==> src/pkg/gcm_map.vh <==
/*
  register offsets, field positions, reset values and timing counts for the
  global clock and memory control register bank. assumes byte addressing on a
  32-bit classic wishbone bus.
*/
`ifndef GCM_MAP_VH
`define GCM_MAP_VH

`define GCM_ADR_CLK_DIV 8'h18
`define GCM_ADR_CLK_GATE0 8'h24
`define GCM_ADR_MEM_CLK 8'h28
`define GCM_ADR_ZEROIZE 8'h2C
`define GCM_ADR_RSVD_A 8'h34
`define GCM_ADR_RSVD_C 8'h38
`define GCM_ADR_SYS_STAT 8'h40
`define GCM_ADR_PERIPH_RST1 8'h44
`define GCM_ADR_CLK_GATE1 8'h48
`define GCM_ADR_WAKE_EVT 8'h4C
`define GCM_ADR_REVISION 8'h50
`define GCM_ADR_STAT_IE 8'h54

`define GCM_GATE0_MASK 32'h1003A6E1
`define GCM_GATE1_MASK 32'h00000808
`define GCM_MEMCLK_MASK 32'h00001F07
`define GCM_FWS_RESET 3'h5
`define GCM_CLR_WORDS 16'h0100
`define GCM_CACHE_CLR_WORDS 16'h0040
`define GCM_TWB_RST_CYCLES 4'h8
`define GCM_TWB_BIT 28
`define GCM_ICACHE_LS_BIT 12
`define GCM_ZERO_CACHE_BIT 1
`define GCM_ZERO_DATA_BIT 0
`define GCM_EVT_PIN_BIT 1
`define GCM_EVT_DMA_BIT 0

`endif

==> src/core/gcm_regs.v <==
/*
  global clock and memory control register bank: clock gates, always-on
  divider, ram light sleep, flash wait states, zeroize sequencer, second
  peripheral reset, wake events, debug lock status and revision.
  assumes a classic wishbone master on clk_i; rst_i is the combined
  power-on/system/watchdog reset; pin and lock inputs are asynchronous.
*/
// Chosen here: register access over Wishbone.
`timescale 1ns/10ps
`include "gcm_map.vh"

module gcm_regs #(
  parameter [15:0] REVISION_ID = 16'h0010, // arbitrary value
  parameter [15:0] DATA_CLR_WORDS = `GCM_CLR_WORDS,
  parameter [15:0] CACHE_CLR_WORDS = `GCM_CACHE_CLR_WORDS
) (
  input wire clk_i, // system clock
  input wire rst_i, // power-on/system/watchdog reset
  input wire wb_cyc_i, // bus cycle
  input wire wb_stb_i, // bus strobe
  input wire wb_we_i, // write enable
  input wire [7:0] wb_adr_i, // byte address
  input wire [3:0] wb_sel_i, // byte lanes
  input wire [31:0] wb_dat_i, // write data
  output reg [31:0] wb_dat_o, // read data
  output reg wb_ack_o, // acknowledge
  input wire debug_lock_i, // factory lock fuse
  input wire port_pin8_i, // port pin 8 level
  input wire dma_count_to_zero_i, // dma count-to-zero pulse
  output reg [1:0] always_on_domain_div_o, // always-on clock divider
  output reg [31:0] periph_clock_off_o, // per-peripheral clock off
  output reg [31:0] periph_access_block_o, // block peripheral bus access
  output reg icache_clock_off_o, // cache clock off
  output reg flash_ctrl_clock_off_o, // flash controller clock off
  output reg [4:0] retain_no_access_state_o, // light sleep: cache, ram3..0
  output reg [2:0] flash_wait_states_o, // flash wait states
  output reg data_ram_clear_we_o, // data ram zero write strobe
  output reg cache_clear_we_o, // cache ram zero write strobe
  output reg [15:0] clear_addr_o, // clear word address
  output reg twowire_b_reset_o, // twowire b reset
  output reg processor_receive_event_o, // wake event: pin level or dma pulse
  output reg debug_refuse_o, // refuse serial-wire debug
  output reg status_irq_o // system status interrupt
);

  reg lock_meta_reg, lock_sync_reg;
  reg pin_meta_reg, pin_sync_reg;
  reg dma_meta_reg, dma_sync_reg, dma_prev_reg;
  reg [31:0] gate0_reg, gate1_reg, memclk_reg;
  reg [1:0] div_reg;
  reg data_clr_reg, cache_clr_reg;
  reg [15:0] data_cnt_reg, cache_cnt_reg;
  reg twb_rst_reg;
  reg [3:0] twb_cnt_reg;
  reg [1:0] evt_en_reg;
  reg stat_ie_reg;
  reg [31:0] rd_next;
  reg [31:0] wmask;
  reg [31:0] sel_mask;
  wire req = wb_cyc_i & wb_stb_i & ~wb_ack_o;
  wire wr = req & wb_we_i;
  integer i;

  always @* begin
    for (i = 0; i < 4; i = i + 1) begin
      sel_mask[i*8 +: 8] = {8{wb_sel_i[i]}};
    end
    wmask = sel_mask;
  end

  // asynchronous inputs pass two flops
  always @(posedge clk_i) begin
    lock_meta_reg <= debug_lock_i;
    lock_sync_reg <= lock_meta_reg;
    pin_meta_reg <= port_pin8_i;
    pin_sync_reg <= pin_meta_reg;
    dma_meta_reg <= dma_count_to_zero_i;
    dma_sync_reg <= dma_meta_reg;
    dma_prev_reg <= dma_sync_reg;
  end

  always @* begin
    rd_next = 32'h00000000;
    case (wb_adr_i)
      `GCM_ADR_CLK_DIV: rd_next = {30'h00000000, div_reg};
      `GCM_ADR_CLK_GATE0: rd_next = gate0_reg;
      `GCM_ADR_MEM_CLK: rd_next = memclk_reg;
      `GCM_ADR_ZEROIZE: rd_next = {30'h00000000, cache_clr_reg, data_clr_reg};
      `GCM_ADR_SYS_STAT: rd_next = {31'h00000000, lock_sync_reg};
      `GCM_ADR_PERIPH_RST1: rd_next = {31'h00000000, twb_rst_reg};
      `GCM_ADR_CLK_GATE1: rd_next = gate1_reg;
      `GCM_ADR_WAKE_EVT: rd_next = {30'h00000000, evt_en_reg};
      `GCM_ADR_REVISION: rd_next = {16'h0000, REVISION_ID};
      `GCM_ADR_STAT_IE: rd_next = {31'h00000000, stat_ie_reg};
      default: rd_next = 32'h00000000;
    endcase
  end

  // bus slave: ack one cycle after strobe, unmapped reads zero
  always @(posedge clk_i) begin
    if (rst_i) begin
      wb_ack_o <= 1'b0;
      wb_dat_o <= 32'h00000000;
    end else begin
      wb_ack_o <= req;
      wb_dat_o <= req ? rd_next : 32'h00000000;
    end
  end

  // control registers, reset only by rst_i
  always @(posedge clk_i) begin
    if (rst_i) begin
      div_reg <= 2'h0;
      gate0_reg <= 32'h00000000;
      gate1_reg <= 32'h00000000;
      memclk_reg <= {29'h00000000, `GCM_FWS_RESET};
      evt_en_reg <= 2'h0;
      stat_ie_reg <= 1'b0;
    end else if (wr) begin
      case (wb_adr_i)
        `GCM_ADR_CLK_DIV: div_reg <= (wb_dat_i[1:0] & wmask[1:0]) | (div_reg & ~wmask[1:0]);
        `GCM_ADR_CLK_GATE0: gate0_reg <= ((wb_dat_i & wmask) | (gate0_reg & ~wmask)) & `GCM_GATE0_MASK;
        `GCM_ADR_CLK_GATE1: gate1_reg <= ((wb_dat_i & wmask) | (gate1_reg & ~wmask)) & `GCM_GATE1_MASK;
        `GCM_ADR_MEM_CLK: memclk_reg <= ((wb_dat_i & wmask) | (memclk_reg & ~wmask)) & `GCM_MEMCLK_MASK;
        `GCM_ADR_WAKE_EVT: evt_en_reg <= (wb_dat_i[1:0] & wmask[1:0]) | (evt_en_reg & ~wmask[1:0]);
        `GCM_ADR_STAT_IE: stat_ie_reg <= wmask[0] ? wb_dat_i[0] : stat_ie_reg;
        default: div_reg <= div_reg;
      endcase
    end
  end

  wire zwr = wr & (wb_adr_i == `GCM_ADR_ZEROIZE) & wb_sel_i[0];
  wire start_data = zwr & wb_dat_i[`GCM_ZERO_DATA_BIT];
  wire start_cache = zwr & wb_dat_i[`GCM_ZERO_CACHE_BIT];

  // zeroize sequencers walk every word, then self-clear
  always @(posedge clk_i) begin
    if (rst_i) begin
      data_clr_reg <= 1'b0;
      cache_clr_reg <= 1'b0;
      data_cnt_reg <= 16'h0000;
      cache_cnt_reg <= 16'h0000;
    end else begin
      if (start_data && !data_clr_reg) begin
        data_clr_reg <= 1'b1;
        data_cnt_reg <= 16'h0000;
      end else if (data_clr_reg) begin
        data_cnt_reg <= data_cnt_reg + 16'h0001;
        if (data_cnt_reg == DATA_CLR_WORDS - 16'h0001) begin
          data_clr_reg <= 1'b0;
        end
      end
      if (start_cache && !cache_clr_reg) begin
        cache_clr_reg <= 1'b1;
        cache_cnt_reg <= 16'h0000;
      end else if (cache_clr_reg) begin
        cache_cnt_reg <= cache_cnt_reg + 16'h0001;
        if (cache_cnt_reg == CACHE_CLR_WORDS - 16'h0001) begin
          cache_clr_reg <= 1'b0;
        end
      end
    end
  end

  // twowire b reset pulse, bit self-clears when done
  always @(posedge clk_i) begin
    if (rst_i) begin
      twb_rst_reg <= 1'b0;
      twb_cnt_reg <= 4'h0;
    end else if (wr && wb_adr_i == `GCM_ADR_PERIPH_RST1 && wb_sel_i[0] && wb_dat_i[0] && !twb_rst_reg) begin
      twb_rst_reg <= 1'b1;
      twb_cnt_reg <= 4'h0;
    end else if (twb_rst_reg) begin
      twb_cnt_reg <= twb_cnt_reg + 4'h1;
      if (twb_cnt_reg == `GCM_TWB_RST_CYCLES - 4'h1) begin
        twb_rst_reg <= 1'b0;
      end
    end
  end

  // outputs, all registered
  always @(posedge clk_i) begin
    if (rst_i) begin
      always_on_domain_div_o <= 2'h0;
      periph_clock_off_o <= 32'h00000000;
      periph_access_block_o <= 32'h00000000;
      icache_clock_off_o <= 1'b0;
      flash_ctrl_clock_off_o <= 1'b0;
      retain_no_access_state_o <= 5'h00;
      flash_wait_states_o <= `GCM_FWS_RESET;
      data_ram_clear_we_o <= 1'b0;
      cache_clear_we_o <= 1'b0;
      clear_addr_o <= 16'h0000;
      twowire_b_reset_o <= 1'b0;
      processor_receive_event_o <= 1'b0;
      debug_refuse_o <= 1'b0;
      status_irq_o <= 1'b0;
    end else begin
      always_on_domain_div_o <= div_reg;
      // gating stops the clock and blocks bus access; peripheral state is held
      periph_clock_off_o <= gate0_reg;
      periph_access_block_o <= gate0_reg | ({31'h00000000, twb_rst_reg} << `GCM_TWB_BIT);
      icache_clock_off_o <= gate1_reg[11];
      flash_ctrl_clock_off_o <= gate1_reg[3];
      retain_no_access_state_o <= memclk_reg[`GCM_ICACHE_LS_BIT:8];
      flash_wait_states_o <= memclk_reg[2:0];
      data_ram_clear_we_o <= data_clr_reg;
      cache_clear_we_o <= cache_clr_reg;
      clear_addr_o <= data_clr_reg ? data_cnt_reg : cache_cnt_reg;
      twowire_b_reset_o <= twb_rst_reg;
      processor_receive_event_o <= (evt_en_reg[`GCM_EVT_PIN_BIT] & pin_sync_reg) |
        (evt_en_reg[`GCM_EVT_DMA_BIT] & dma_sync_reg & ~dma_prev_reg);
      debug_refuse_o <= lock_sync_reg;
      status_irq_o <= stat_ie_reg & lock_sync_reg;
    end
  end

endmodule // gcm_regs

==> config.mk <==
export PLATFORM = sky130hd
export DESIGN_NAME = gcm_regs
export DESIGN_NICKNAME = d
export VERILOG_FILES = /design/src/core/gcm_regs.v
export VERILOG_INCLUDE_DIRS = /design/src /design/src/pkg
export SDC_FILE = /design/constraint.sdc
export NUM_CORES = 1
export LEC_CHECK = 0
export BUFFER_PORTS_ARGS = -buffer_cell sky130_fd_sc_hd__buf_4
export CAP_MARGIN = 20
export CORE_ASPECT_RATIO = 2
export CORE_MARGIN = 8
export CORE_UTILIZATION = 53
export CTS_BUF_LIST = sky130_fd_sc_hd__clkbuf_4 sky130_fd_sc_hd__clkbuf_8
export DETAILED_ROUTE_END_ITERATION = 8
export PLACE_DENSITY_LB_ADDON = 0.2
export SLEW_MARGIN = 20
export SYNTH_ARGS = -nofsm -noshare
export SYNTH_HDL_FRONTEND = slang
export SYNTH_SLANG_ARGS = --single-unit
export TNS_END_PERCENT = 50
==> constraint.sdc <==
create_clock -name clk_i -period 2.22 [get_ports clk_i]
set_input_delay 0.333 -clock clk_i [delete_from_list [all_inputs] [get_ports clk_i]]
set_output_delay 0.333 -clock clk_i [all_outputs]
set_load 0.005 [all_outputs]
Word-level counts from Yosys, hierarchy flattened
Cells that the tools add are included.
- flip-flop bits (word level): 182
- output and inout port bits: 131
- bits of input ports: 52
- logic and storage cells: 111
- bitwise logic cells: 30
- reductions and logical operators: 19
- equality and inequality tests: 13
- add/sub/neg operators: 3
- multiplexer cells: 11
- operators with widths (cell ; count):
    29-bit one-hot mux with 10 select lines ; 1
    29-bit bitwise AND ; 2
    29-bit bitwise OR ; 2
    8-bit by 7-bit equality test with 1-bit output, second input constant ; 6
    16-bit by 1-bit adder with 16-bit output, second input constant ; 2
    29-bit inverter ; 1
    8-bit by 6-bit equality test with 1-bit output, second input constant ; 3
    16-bit by 6-bit equality test with 1-bit output, second input constant ; 1
    16-bit by 8-bit equality test with 1-bit output, second input constant ; 1
    16-bit two-way mux ; 1
    13-bit bitwise AND ; 1
    13-bit bitwise OR ; 1
    12-bit bitwise AND ; 1
    12-bit bitwise OR ; 1
    1-bit bitwise AND ; 11
    2-bit AND reduction ; 5
    1-bit two-way mux ; 9
    8-bit by 5-bit equality test with 1-bit output, second input constant ; 1
    2-bit OR reduction ; 4
    2-bit bitwise AND ; 3
    1-bit logical AND ; 6
    4-bit by 1-bit adder with 4-bit output, second input constant ; 1
    4-bit by 3-bit equality test with 1-bit output, second input constant ; 1
    2-bit bitwise OR ; 2
    5 further kinds ; 9

Depth between registers and ports, before layout
- word-level depth: 8
- mapped depth: 6
- depth with buffers taken out: 5

Worst setup path before layout
No wires, ideal clock.
- kind: input-to-reg
- start: input wb_adr_i[7]
- end: register (tool-made name)
- setup slack: 0.512 ns
- setup time: 0.128 ns
- buffers on the path: 1
- data required time: 2.092 ns
- stages on the path: 5
- arrival: 1.580 ns
- path through: buf_4 -> or4b_4 -> nor4_4 -> mux2i_1 -> nor2_1
- RTL lines (what ; RTL line ; RTL):
    from (decl) ; gcm_regs.v:22 ; input wire [7:0] wb_adr_i,

Final worst setup path
- start: register cache_cnt_reg[7]
- end: register cache_cnt_reg[15]
- longest elaborated chain between the ends: 1
- RTL lines (what ; RTL line ; RTL):
    from (decl) ; gcm_regs.v:52 ; reg [15:0] data_cnt_reg, cache_cnt_reg;
    from (signal assigned) ; gcm_regs.v:157 ; cache_cnt_reg <= cache_cnt_reg + 16'h0001;
    16-bit by 1-bit adder with 16-bit output ; gcm_regs.v:157 ;
No other way between the ends.
A chain may end at the register's enable or synchronous reset.

==> reports/results.ini <==
[logic_synthesis]
syn_area_mm2=0.00567
syn_inst=582
post_synth_num_cell_types=56
synth_top_cell_area_share=0.484
yosys_warnings=0
avgSynthCellArea_um2=9.74
synth-main-ff-cell=dfxtp_1
synth-seq-cells=137
synth_top_area_cell=dfxtp_1
ys_seq_area_frac=0.484
synth-edff-count=0
synth_area_leaders=dfxtp_1 48%, buf_4 8.9%, mux2i_1 7.4%
synthArstFlopShare=0

[layout]
final_util=0.654
fillers=900
stdcell_count=844
fin_nets=749
drive_gt1_frac=0.249
postLayoutCellArea_mm2=0.00686
antenna_cells=0
areaGrowthSynthToFinish_pct=20.9

[sta]
hold_viol_final=0
timing.final.crit_share=0.834
finalSetupViolCount=0
setup_tns_ns=0
finalCriticalPeriod_ns=1.85
tightestPinTransition_ns=0.535
rsz0062_at_grt=no
slew_viol_final=0
finClkSkew_ns=0.0108
fmax_mhz=540
max-slew-margin-rel=0.640

[pwr]
power_mw=4.89
p_per_area_mw_per_mm2=713
vdd_drop_max_v=0.000545
leakagePower_nw=2.93

[setup_path]
crit_arrival_ns=2.23
critPathMaxFanout=6
path_cells=nand4_1 > or3_1 > or3_1 > a21oi_1
cpPeakStageDelay_ns=0.53
crit_buf_inv=0
crit_type=reg2reg
startpoint_type=register
endpoint_kind=register
required_ns=2.59
cp_slowest_cell=or3_1
path_common_cell=or3_1
cp_top_family=simple AND/OR/NAND/NOR gates

[global_routing]
gr-usage-all-layers=0.192
grt_pass1_vias=4548
overflow=0
antenna_found_initial=0
grt_pass1_wl_um=21500
grt_max_degree=41

[routing]
drt_pre_antenna_iters=4
postRouteAntennaNets=0
drcViolationCount=0
drt_iter0_drc=251
wirelength_um=13500
wl_per_cell_um=16.0
via_per_inst=5.06
vias=4274

[cts]
cts_tree=yes
cts_max_level=4
numCtsBuffers=17
numClockSinks=137
insertion_delay_ns=0.44
path_clk_slew_ns=0.08
clockBufferDepth=2
clockRootBuffer=clkbuf_8

[placement]
hpwl_um=10600
placed_area_mm2=0.00639
gp_congestion=0.933
place_inst=809
portBuffers=111

[hold_path]
min_path_type=in2reg

[floorplan]
die_width_um=89.1
fp.dieH_um=162
start_util=0.541
num_io_pins=183
rows=53
coreArea_mm2=0.0105
die-area_mm2=0.0145

[status]
outcome=complete, no violations

[job]
cap_violations=0

cell usage after synthesis (4+ instances only):
cell,count
a21oi_1,14
and2_1,15
and3_1,4
buf_1,4
buf_2,5
buf_4,67
clkbuf_1,13
dfxtp_1,137
inv_1,9
mux2i_1,42
nand2_1,22
nand3_1,11
nand3b_1,6
nand4_1,19
nor2_1,78
nor2b_1,23
nor3_1,10
nor4_1,7
o31ai_1,5
or2_2,6
or3_1,5
xnor2_1,17
xor2_1,9
worst paths after layout:
path / start / end / slack [ns] / depth (start not counted)
worst max-delay path: cache_cnt_reg[7] / cache_cnt_reg[15] / 0.37 / 4
worst min-delay path: wb_dat_i[2] / register / 0.13 / 3
worst max register to register: cache_cnt_reg[7] / cache_cnt_reg[15] / 0.37 / 4
worst min register to register: lock_meta_reg / lock_sync_reg / 0.33 / 0
cells by family (layout without fill, tap and decap cells):
| kind of cell | Yosys count | after routing | synth area share |
|---|---|---|---|
| flip-flops | 137 | 137 | 0.484 |
| other | 1 | 56 | 0.000661 |
| buffers and inverters | 100 | 170 | 0.113 |
| adder cells (fa/ha/maj) | 3 | 3 | 0.00662 |
| AND/OR/NAND/NOR | 231 | 231 | 0.230 |
| multiplexers | 43 | 43 | 0.0761 |
| AO/OA/AOI/OAI | 41 | 41 | 0.0492 |
| XOR/XNOR | 26 | 26 | 0.0402 |
cells in the final DEF (no fill, tap or decap), types with 3 or more instances in the layout:
master	instances
nand4_1	19
inv_1	9
xor2_1	9
nand3_1	11
or2_2	6
inv_6	4
ha_1	3
or4_1	3
and2_1	15
conb_1	56
xnor2_1	17
mux2i_1	42
nor2_1	78
nor2b_1	23
nand3b_1	6
a21oi_1	14
o31ai_1	5
bufinv_16	3
or3_1	5
inv_8	5
dfxtp_1	137
o21ai_0	3
and3_1	4
buf_4	126
clkbuf_8	17
a31oi_1	3
nor4_1	7
a22oi_1	3
nand2_1	22
dlygate4sd3_1	3
nor3_1	10
routing by layer:
| layer | up-vias | global-route usage | wire length [um] |
|---|---|---|---|
| met4 | 0 | 0.0915 | 306 |
| met5 | - | 0 | 0 |
| met3 | 19 | 0.0486 | 757 |
| met2 | 119 | 0.388 | 8110 |
| met1 | 2038 | 0.157 | 4370 |
| li1 | 2098 | - | - |
area by class of cell:
type | count | area, um^2 | area share
Timing Repair Buffer | 129 | 976 | 0.142
Multi-Input combinational cell | 400 | 2490 | 0.364
Tap cell | 137 | 171 | 0.0250
Inverter | 9 | 33.8 | 0.00493
Clock inverter | 15 | 206 | 0.0301
Clock buffer | 17 | 234 | 0.0341
Sequential cell | 137 | 2740 | 0.400
through the flow:
step | setup WS, ns | hold WS, ns
after floorplan | 0.512 | 0.310
after global placement | 0.352 | 0.313
after detailed placement | 0.322 | 0.318
after CTS | 0.372 | 0.104
after global routing | 0.250 | 0.112
final | 0.368 | 0.126
worst register-to-register path: cells and delay by family (launching register included):
| family | cells | cell delay [ns] |
|---|---|---|
| flip-flops | 1 | 0.46 |
| AO/OA/AOI/OAI | 1 | 0.14 |
| AND/OR/NAND/NOR | 3 | 1.20 |
power breakdown:
| group | switching, mW | internal, mW |
|---|---|---|
| combinational | 0.122 | 0.0739 |
| sequential | 0.00285 | 2.46 |
| clock | 1.06 | 1.17 |
| total | 1.19 | 3.70 |
timing repair:
action / in CTS / in global routing
endpoints found under the hold margin: 3 / 0
gates resized for setup: 0 / 0
buffers inserted: 0 / 0
hold buffers: 3 / 0
No activity file was read; power rests on OpenSTA's default activity.
